**src/ank_pkg.sv**
```systemverilog
// package for the auto-negotiation ability register pair
// assumes a 16-bit management register port and a 5-bit register address
package ank_pkg;

	// register addresses on the management port
	localparam logic [4:0] ANK_ADDR_LOCAL = 5'h04;
	localparam logic [4:0] ANK_ADDR_PARTNER = 5'h05;
	localparam int ANK_ADDR_W = 5;
	localparam int ANK_DATA_W = 16;

	// field positions, shared by both registers
	localparam int ANK_B_NEXT_PAGE = 15;
	localparam int ANK_B_ACK = 14;
	localparam int ANK_B_RFAULT = 13;
	localparam int ANK_B_RSV_HI = 12;
	localparam int ANK_B_RSV_LO = 11;
	localparam int ANK_B_PAUSE = 10;
	localparam int ANK_B_T4 = 9;
	localparam int ANK_B_FAST_FD = 8;
	localparam int ANK_B_FAST_HD = 7;
	localparam int ANK_B_TEN_FD = 6;
	localparam int ANK_B_TEN_HD = 5;
	localparam int ANK_B_SEL_HI = 4;
	localparam int ANK_B_SEL_LO = 0;

	// values after reset
	localparam logic ANK_RST_LOCAL_ACK = 1'b0;
	localparam logic ANK_RST_LOCAL_RF = 1'b0;
	localparam logic [1:0] ANK_RST_LOCAL_RSV = 2'h0;
	localparam logic ANK_RST_LOCAL_PAUSE = 1'b0;
	localparam logic ANK_RST_LOCAL_MODE = 1'b1;
	localparam logic [4:0] ANK_RST_LOCAL_SEL = 5'h01;
	localparam logic ANK_RST_PARTNER_BIT = 1'b0;
	localparam logic [4:0] ANK_RST_PARTNER_SEL = 5'h00;
	localparam logic [15:0] ANK_RST_WORD = 16'h0000;

endpackage : ank_pkg

```
**src/ank_local_adv.sv**
```systemverilog
// local advertisement register storage and outgoing base page word
// assumes write strobe is already decoded; ack level comes from arbitration
`timescale 1ns/1ps
module ank_local_adv
	import ank_pkg::*;
(
	input wire logic core_clk,
	input wire logic resetn,
	input wire logic wr_en,
	input wire logic [15:0] wdata,
	input wire logic ack_in,
	output logic [15:0] adv_word
);

	typedef struct packed {
		logic ack;
		logic rfault;
		logic [1:0] rsv;
		logic pause;
		logic fast_fd;
		logic fast_hd;
		logic ten_fd;
		logic ten_hd;
		logic [4:0] sel;
	} ank_adv_t;

	ank_adv_t st_r;
	ank_adv_t st_nxt;

	// ack follows arbitration only; a management write never touches it
	always_comb begin
		st_nxt = st_r;
		st_nxt.ack = ack_in; // RULE3
		if (wr_en) begin
			st_nxt.rfault = wdata[ANK_B_RFAULT]; // RULE5
			st_nxt.rsv = wdata[ANK_B_RSV_HI:ANK_B_RSV_LO];
			st_nxt.pause = wdata[ANK_B_PAUSE]; // RULE6
			st_nxt.fast_fd = wdata[ANK_B_FAST_FD]; // RULE8
			st_nxt.fast_hd = wdata[ANK_B_FAST_HD]; // RULE8
			st_nxt.ten_fd = wdata[ANK_B_TEN_FD]; // RULE8
			st_nxt.ten_hd = wdata[ANK_B_TEN_HD]; // RULE8
			st_nxt.sel = wdata[ANK_B_SEL_HI:ANK_B_SEL_LO]; // RULE9
		end
	end

	always_ff @(posedge core_clk or negedge resetn) begin
		if (!resetn) begin
			st_r.ack <= ANK_RST_LOCAL_ACK;
			st_r.rfault <= ANK_RST_LOCAL_RF;
			st_r.rsv <= ANK_RST_LOCAL_RSV;
			st_r.pause <= ANK_RST_LOCAL_PAUSE;
			st_r.fast_fd <= ANK_RST_LOCAL_MODE;
			st_r.fast_hd <= ANK_RST_LOCAL_MODE;
			st_r.ten_fd <= ANK_RST_LOCAL_MODE;
			st_r.ten_hd <= ANK_RST_LOCAL_MODE;
			st_r.sel <= ANK_RST_LOCAL_SEL;
		end else begin
			st_r <= st_nxt;
		end
	end

	// no next page and no four-pair mode: those bits are tied low
	assign adv_word = {1'b0, st_r.ack, st_r.rfault, st_r.rsv, // RULE2
		st_r.pause, 1'b0, st_r.fast_fd, st_r.fast_hd, // RULE7
		st_r.ten_fd, st_r.ten_hd, st_r.sel};

endmodule : ank_local_adv

```
**src/ank_partner_cap.sv**
```systemverilog
// link partner ability capture from received base pages
// assumes rx_valid is a one-cycle pulse per accepted page
`timescale 1ns/1ps
module ank_partner_cap
	import ank_pkg::*;
(
	input wire logic core_clk,
	input wire logic resetn,
	input wire logic rx_valid,
	input wire logic [15:0] rx_word,
	input wire logic wr_en,
	input wire logic [15:0] wdata,
	output logic [15:0] lp_word,
	output logic rf_rise
);

	typedef struct packed {
		logic np;
		logic ack;
		logic rfault;
		logic pause;
		logic t4;
		logic fast_fd;
		logic fast_hd;
		logic ten_fd;
		logic ten_hd;
		logic [4:0] sel;
		logic rf_rise;
	} ank_lp_t;

	ank_lp_t st_r;
	ank_lp_t st_nxt;

	// a received page wins over a write to the pause bit in the same cycle
	always_comb begin
		st_nxt = st_r;
		st_nxt.rf_rise = 1'b0;
		if (rx_valid) begin
			st_nxt.np = rx_word[ANK_B_NEXT_PAGE]; // RULE11
			st_nxt.ack = rx_word[ANK_B_ACK]; // RULE12
			st_nxt.rfault = rx_word[ANK_B_RFAULT]; // RULE13
			st_nxt.pause = rx_word[ANK_B_PAUSE]; // RULE14
			st_nxt.t4 = rx_word[ANK_B_T4]; // RULE15
			st_nxt.fast_fd = rx_word[ANK_B_FAST_FD]; // RULE15
			st_nxt.fast_hd = rx_word[ANK_B_FAST_HD]; // RULE15
			st_nxt.ten_fd = rx_word[ANK_B_TEN_FD]; // RULE15
			st_nxt.ten_hd = rx_word[ANK_B_TEN_HD]; // RULE15
			st_nxt.sel = rx_word[ANK_B_SEL_HI:ANK_B_SEL_LO]; // RULE16
			st_nxt.rf_rise = rx_word[ANK_B_RFAULT] & ~st_r.rfault; // RULE17
		end else if (wr_en) begin
			st_nxt.pause = wdata[ANK_B_PAUSE]; // RULE14
		end
	end

	always_ff @(posedge core_clk or negedge resetn) begin
		if (!resetn) begin
			st_r.np <= ANK_RST_PARTNER_BIT;
			st_r.ack <= ANK_RST_PARTNER_BIT;
			st_r.rfault <= ANK_RST_PARTNER_BIT;
			st_r.pause <= ANK_RST_PARTNER_BIT;
			st_r.t4 <= ANK_RST_PARTNER_BIT;
			st_r.fast_fd <= ANK_RST_PARTNER_BIT;
			st_r.fast_hd <= ANK_RST_PARTNER_BIT;
			st_r.ten_fd <= ANK_RST_PARTNER_BIT;
			st_r.ten_hd <= ANK_RST_PARTNER_BIT;
			st_r.sel <= ANK_RST_PARTNER_SEL;
			st_r.rf_rise <= 1'b0;
		end else begin
			st_r <= st_nxt;
		end
	end

	// reserved bits 12:11 read as zero
	assign lp_word = {st_r.np, st_r.ack, st_r.rfault, 2'b00, st_r.pause,
		st_r.t4, st_r.fast_fd, st_r.fast_hd, st_r.ten_fd, st_r.ten_hd,
		st_r.sel};
	assign rf_rise = st_r.rf_rise;

endmodule : ank_partner_cap

```
**src/ank_ability_regs.sv**
```systemverilog
// auto-negotiation ability registers: local advertisement and partner
// capture, on the management register port
// assumes the arbitration logic supplies ack level, page strobe and run level
`timescale 1ns/1ps

// Summary of operation
// RULE1 - local advertisement word is sent to the partner during negotiation
// RULE2 - local next page bit always reads zero
// RULE3 - local ack bit driven by negotiation logic, resets to zero
// RULE4 - software must not write either ack bit
// RULE5 - local remote fault bit writable, resets zero, advertises local fault
// RULE6 - local pause bit writable, resets zero, advertises flow control
// RULE7 - local four-pair ability bit read-only zero
// RULE8 - local four speed and duplex bits writable, reset to one
// RULE9 - local selector writable, resets to 00001
// RULE10 - partner register loaded from received page, otherwise read-only; the code also takes management writes to the pause bit
// RULE11 - partner next page bit from received page, resets zero
// RULE12 - partner ack bit updated from incoming bursts
// RULE13 - partner remote fault bit from received page, resets zero
// RULE14 - partner pause bit reports partner flow control, writable, resets zero
// RULE15 - partner ability bits copy received page, reset zero
// RULE16 - partner selector copies received code, resets 00000
// RULE17 - partner remote fault rising raises latched status fault flag
module ank_ability_regs
	import ank_pkg::*;
#(
	parameter int ADDR_W = ANK_ADDR_W,
	parameter int DATA_W = ANK_DATA_W
)(
	input wire logic core_clk,
	input wire logic resetn,
	input wire logic [ADDR_W-1:0] mgmt_addr,
	input wire logic mgmt_wr,
	input wire logic mgmt_rd,
	input wire logic [DATA_W-1:0] mgmt_wdata,
	output logic [DATA_W-1:0] mgmt_rdata,
	output logic mgmt_rvalid,
	input wire logic an_running,
	input wire logic an_local_ack,
	input wire logic an_rx_valid,
	input wire logic [DATA_W-1:0] an_rx_page,
	output logic [DATA_W-1:0] an_tx_page,
	output logic an_tx_valid,
	output logic status_rf_set
);

	// the field map is fixed at 16 bits and a 5-bit management address,
	// so any other width is refused when the design is elaborated
	if (ADDR_W != ANK_ADDR_W || DATA_W != ANK_DATA_W) begin : g_bad_width
		$error("ank_ability_regs: unsupported width");
	end

	typedef struct packed {
		logic [15:0] rdata;
		logic rvalid;
		logic [15:0] tx_page;
		logic tx_valid;
		logic rf_set;
	} ank_top_t;

	ank_top_t st_r;
	ank_top_t st_nxt;
	logic wr_local;
	logic wr_partner;
	logic [15:0] adv_word;
	logic [15:0] lp_word;
	logic lp_rf_rise;

	// address match, used for both reads and writes
	function automatic logic hit(input logic [ADDR_W-1:0] a,
		input logic [4:0] ref_addr);
		hit = (a == ref_addr);
	endfunction : hit

	// write strobes; ack bits are simply not stored from writes
	assign wr_local = mgmt_wr & hit(mgmt_addr, ANK_ADDR_LOCAL); // RULE4
	assign wr_partner = mgmt_wr & hit(mgmt_addr, ANK_ADDR_PARTNER); // RULE10

	ank_local_adv u_local (
		.core_clk(core_clk),
		.resetn(resetn),
		.wr_en(wr_local),
		.wdata(mgmt_wdata),
		.ack_in(an_local_ack),
		.adv_word(adv_word)
	);

	ank_partner_cap u_partner (
		.core_clk(core_clk),
		.resetn(resetn),
		.rx_valid(an_rx_valid),
		.rx_word(an_rx_page),
		.wr_en(wr_partner),
		.wdata(mgmt_wdata),
		.lp_word(lp_word),
		.rf_rise(lp_rf_rise)
	);

	// read mux, outgoing page and fault forward, all registered
	always_comb begin
		st_nxt = st_r;
		st_nxt.rvalid = 1'b0;
		if (mgmt_rd) begin
			st_nxt.rvalid = 1'b1;
			if (hit(mgmt_addr, ANK_ADDR_LOCAL))
				st_nxt.rdata = adv_word;
			else if (hit(mgmt_addr, ANK_ADDR_PARTNER))
				st_nxt.rdata = lp_word;
			else
				st_nxt.rdata = ANK_RST_WORD; // unmapped reads as zero
		end
		// page is frozen while idle so the partner never sees half a write
		if (an_running)
			st_nxt.tx_page = adv_word; // RULE1
		st_nxt.tx_valid = an_running; // RULE1
		st_nxt.rf_set = lp_rf_rise; // RULE17
	end

	always_ff @(posedge core_clk or negedge resetn) begin
		if (!resetn) begin
			st_r.rdata <= ANK_RST_WORD;
			st_r.rvalid <= 1'b0;
			st_r.tx_page <= ANK_RST_WORD;
			st_r.tx_valid <= 1'b0;
			st_r.rf_set <= 1'b0;
		end else begin
			st_r <= st_nxt;
		end
	end

	assign mgmt_rdata = st_r.rdata;
	assign mgmt_rvalid = st_r.rvalid;
	assign an_tx_page = st_r.tx_page;
	assign an_tx_valid = st_r.tx_valid;
	assign status_rf_set = st_r.rf_set;

endmodule : ank_ability_regs

```
**config.mk**
```make
export PLATFORM = sky130hd
export DESIGN_NAME = ank_ability_regs
export DESIGN_NICKNAME = d
export VERILOG_FILES = /design/src/ank_pkg.sv /design/src/ank_local_adv.sv /design/src/ank_partner_cap.sv /design/src/ank_ability_regs.sv
export SDC_FILE = /design/constraint.sdc
export NUM_CORES = 1
export LEC_CHECK = 0
export BUFFER_PORTS_ARGS = -buffer_cell sky130_fd_sc_hd__buf_2
export CORE_ASPECT_RATIO = 0.5
export CORE_MARGIN = 1
export CORE_UTILIZATION = 55
export DETAILED_ROUTE_END_ITERATION = 10
export PLACE_DENSITY = 0.84
export SLEW_MARGIN = 40
export SYNTH_ARGS = -nofsm -noshare
export SYNTH_HDL_FRONTEND = slang
export SYNTH_HIERARCHICAL = 1
export SYNTH_SLANG_ARGS = --single-unit
```
**constraint.sdc**
```tcl
create_clock -name core_clk -period 1.3 [get_ports core_clk]
set_input_delay 0.065 -clock core_clk [delete_from_list [all_inputs] [get_ports core_clk]]
set_output_delay 0.065 -clock core_clk [all_outputs]
set_load 0.1 [all_outputs]
```
== Word level (Yosys, flattened, before mapping) ==
Index checks and enable logic that the tools add are counted.

* Output and inout bits: 35
* Memories: 0
* Word-level logic and storage cells: 38
* Latch bits: 0
* Memory bits (writable): 0
* Memory bits (read-only): 0
* Input port bits: 44
* Register bits: 62

* $lt $le $gt $ge: 0
* Shift-type cells: 0
* $add $sub $neg: 0
* Muxes and demuxes: 6
* Divide/modulo/power cells: 0
* Eq/ne operators: 2
* Multipliers: 0
* Reductions and logical operators: 1
* Bitwise gates (word level): 4

{| class="wikitable"
|+ Operator list
! kind !! count
|-
| two-way mux 16 bit || 2
|-
| == test 5 x 3 -> 1 bit (second input constant) || 2
|-
| two-way mux 1 bit || 4
|-
| AND 1 bit || 3
|-
| nonzero test 2 bit || 1
|-
| inverter 1 bit || 1
|}

== Logic depth before layout (Yosys ltp) ==
* Depth in word-level cells: 4
* Depth in mapped cells: 6
* Mapped depth without buffers: 4

== Cells and area by module ==
The synthesis kept the hierarchy.

{| class="wikitable"
|+ By module, submodules not included
! module !! seq. area each (µm²) !! area each (µm²) !! times used !! cells each
|-
| ank_ability_regs || 875.8 || 1565.3 || 1 || 113
|-
| ank_partner_cap || 375.4 || 626.9 || 1 || 37
|-
| ank_local_adv || 356.6 || 570.5 || 1 || 31
|}

== Worst setup path after synthesis ==
Ideal clock, no wire load.

* Path kind: input -> register
* Start: input port mgmt_addr[3]
* End: register u_local.st_r (netlist bit u_local/adv_word[10])
* Required time: 1.175 ns
* Setup slack: -0.601 ns
* Library setup time: 0.125 ns
* Stages: 6
* Path buffers: 3
* Arrival time: 1.776 ns
* Cell sequence: or4b_1 -> buf_6 -> buf_12 -> nor3_1 -> buf_6 -> mux2_4

* Longest elaborated chain between the ends: 2

{| class="wikitable"
|+ Ends and longest elaborated chain
! what !! RTL line !! text
|-
| start: declaration || ank_ability_regs.sv:32 || <nowiki>input wire logic [ADDR_W-1:0] mgmt_addr,</nowiki>
|-
| == test 5 x 3 -> 1 bit || ank_ability_regs.sv:72 || <nowiki>hit = (a == ref_addr);</nowiki>
|-
| AND 1 bit || ank_ability_regs.sv:76 || <nowiki>assign wr_local = mgmt_wr & hit(mgmt_addr, ANK_ADDR_LOCAL);</nowiki>
|-
| named net wr_local || ank_ability_regs.sv:63 || <nowiki>logic wr_local;</nowiki>
|-
| end signal: assignment || ank_local_adv.sv:58 || <nowiki>st_r <= st_nxt;</nowiki>
|-
| end: declaration || ank_local_adv.sv:27 || <nowiki>ank_adv_t st_r;</nowiki>
|}

The timed path passes the listed nets, and every way through them passes these cells.
A chain may end at the register's enable or synchronous reset.

== Worst setup path in the final report ==
* Start: input port mgmt_addr[3]
* End: register u_local.st_r (netlist bit u_local/adv_word[2])

Same word-level chain as after synthesis.

==> out/metrics.yaml <==
clocking:
  cts-root-buf: "clkbuf_8"
  clk_latency_ns: 0.33
  cts_num_sinks: 64
  cts_resized: 0
  clk_path_buf_depth: 2
  htree_levels: 3
  cts_setup_buffers: 0
  cts-hold-fix-buffers: 29
  cts_tree: "built"
  clk_pin_slew_ns: 0.07
  cts_buffers: 9
placed_design:
  io_buffers: 73
  hpwl_mm: 3.76
  place_congestion: 0.742
synth:
  synth_top_area_share_pct: 53.4
  syn_inst: 181
  syn_avg_cell_area_um2: 15.3
  synth_common_cells: "59 x dfrtp_1, 25 x mux2_2, 17 x mux2_4, 17 x mux2i_1, 16 x nand2b_1"
  synth_area_leaders: "dfrtp_1 53%, mux2_2 10%, mux2_4 9.2%"
  yosys_register_bits: 64
  yosysTopAreaCell: "dfrtp_1"
  synthDistinctLibCells: 21
  ys_seq_area_share_pct: 58.2
  synth_edf_count: 0
  syn-cell-area_um2: 2760
  async_reset_ff_share_pct: 100
  synth.most_common_cell: "dfrtp_1"
  synth_ff_type: "dfrtp_1"
  synth_warnings: 6
critical_path:
  reg2reg_to: "mgmt_rdata[6]"
  r2r_start: "u_local/adv_word[6]"
  criticalPathCategory: "in -> reg"
  rr_worst_depth: 2
  slowest_stage: "or4b_4"
  required_ns: 1.52
  worst-path-buf-inv: 2
  path_max_fanout: 6
  cpPeakStageDelay_ns: 0.57
  cp_data_arrival_time_ns: 1.46
  path_depth: 5
  endpoint_kind: "flop"
  path_cells: "buf_2 -> or4b_4 -> nor3_4 -> buf_4 -> mux2_2"
  critPathTopFamily: "simple AND/OR/NAND/NOR gates"
  startpoint_type: "input port"
  r2r_slack_ns: 0.36
min_path:
  hold_depth: 2
  holdPathEnd: "mgmt_rvalid"
  hold_start: "mgmt_rd"
  hold_class: "in -> reg"
global_route:
  grt_pass1_vias: 1877
  grt_max_degree: 65
  grt_usage_pct: 25.9
  grt_overflow: 0
  grt_pass1_wl_mm: 9.60
  antenna_found_initial: 0
cells_and_area:
  post-route-util_pct: 78.7
  fill_cells: 268
  fin_nets: 333
  drive_gt1_share_pct: 52.0
  syn_to_final_growth_pct: 31.4
  antenna_cells: 0
detailed_routing:
  wl_mm: 6.01
  vias_per_cell: 5.05
  drcViolationCount: 0
  drt-pass1-iter-count: 4
  routedWlPerCell_um: 16.7
  postRouteAntennaNets: 0
  drt_iter0_markers: 80
  vias: 1817
floorplanning:
  io_pins: 79
  rows: 17
  fp.dieW_um: 102
  floorplan.die_area_um2: 5330
  core_um2: 4620
  start_util_pct: 59.9
  fp.dieH_um: 52.1
timing:
  max_slew_margin_pct: 54.7
  max_clock_freq_mhz: 812
  finalCritPeriodShare_pct: 94.8
  setup_violations: 0
  worst_pin_slew_ns: 0.679
  period_minus_slack_ns: 1.23
  rsz0062_at_grt: "no"
  holdWs_ns: 0.0727
  hold_viol_final: 0
  clock_skew_ns: 0.00783
  drv_slew: 0
power:
  p_leak_uw: 0.00182
  power_density_nw_per_um2: 1520
  ir_drop_mv: 0.944
  total_power_uw: 5500
run_status:
  status: "finished, final reports clean"
flow_run:
  cap_viol_max_count: 0
[how the worst max path moves through the flow]
stage,from,end,slack (ns)
after detailed placement,mgmt_addr[3],u_local/adv_word[2],-0.26
after global routing,mgmt_rdata[8],mgmt_rdata[8],0.05
final,mgmt_addr[3],u_local/adv_word[2],0.07
after global placement,mgmt_addr[3],u_local/adv_word[2],-0.21
after CTS,mgmt_rdata[8],mgmt_rdata[8],0.09
after floorplan,mgmt_addr[3],u_local/adv_word[10],-0.36
[state kept, by name (all words and copies together), names as in the netlist]
signal,count
an_tx_page,16
an_tx_valid,1
mgmt_rdata,16
mgmt_rvalid,1
status_rf_set,1
u_local/adv_word,14
u_partner/lp_word,14
u_partner/rf_rise,1
[cells in the final DEF, fill, tap and decap left out]
| cell | instances |
|---|---|
| clkbuf_1 | 2 |
| buf_2 | 73 |
| buf_4 | 7 |
| and3b_2 | 1 |
| o21ai_0 | 1 |
| dlygate4sd3_1 | 29 |
| mux2_4 | 17 |
| inv_1 | 3 |
| mux2_2 | 25 |
| buf_12 | 1 |
| o31ai_1 | 8 |
| o31ai_2 | 8 |
| nand2_1 | 1 |
| nor3_1 | 1 |
| mux2i_1 | 17 |
| dfrtp_1 | 59 |
| nor3_4 | 1 |
| conb_1 | 4 |
| clkbuf_8 | 10 |
| nand2b_1 | 16 |
| clkinv_2 | 4 |
| dfstp_2 | 5 |
| or4b_4 | 1 |
[per-stage QoR]
| step | std cells | TNS [ns] | cell area (um2) | worst slack [ns] |
|---|---|---|---|---|
| 2_1_floorplan | 183 | -4.20 | 2790 | -0.364 |
| 3_3_place_gp | 315 | -4.22 | 3180 | -0.208 |
| 3_5_place_dp | 315 | -5.05 | 3180 | -0.260 |
| 4_1_cts | 360 | 0 | 3630 | 0.0873 |
| 5_1_grt | 360 | 0 | 3630 | 0.0517 |
| 6_report | 360 | 0 | 3630 | 0.0678 |
[routing by layer]
metal	global-route usage (%)	vias to the layer above	routed length [um]
li1	-	845	-
met1	34.8	903	2750
met2	40.9	62	2880
met3	8.47	7	309
met4	6.90	0	63
met5	0	-	0
[power breakdown]
group	internal [uW]	switching (uW)	total, uW
registers	2260	159	2420
clock network	731	715	1450
logic	466	1170	1640
total	3460	2050	5500
[area by class of cell]
cell class                 count  area (um2)  share of cell area (%)
timing repair buffer         110         728                    20.1
inverter                       3        11.3                   0.310
clock buffer                  12         145                    4.00
sequential                    64        1610                    44.3
clock inverter                 4        20.0                   0.551
tap                           66        82.6                    2.27
multi-input combinational    101        1040                    28.5
[kinds of logic after synthesis]
kind of cell / count (synthesis) / share of synthesized area (%)
other: 2 / 0.272
muxes: 59 / 25.6
buffers and inverters: 18 / 5.12
AOI/OAI and AO/OA: 17 / 5.98
DFF: 64 / 58.2
and+or+nand+nor: 21 / 4.85
Note: power is estimated with default switching activity, not from simulation.
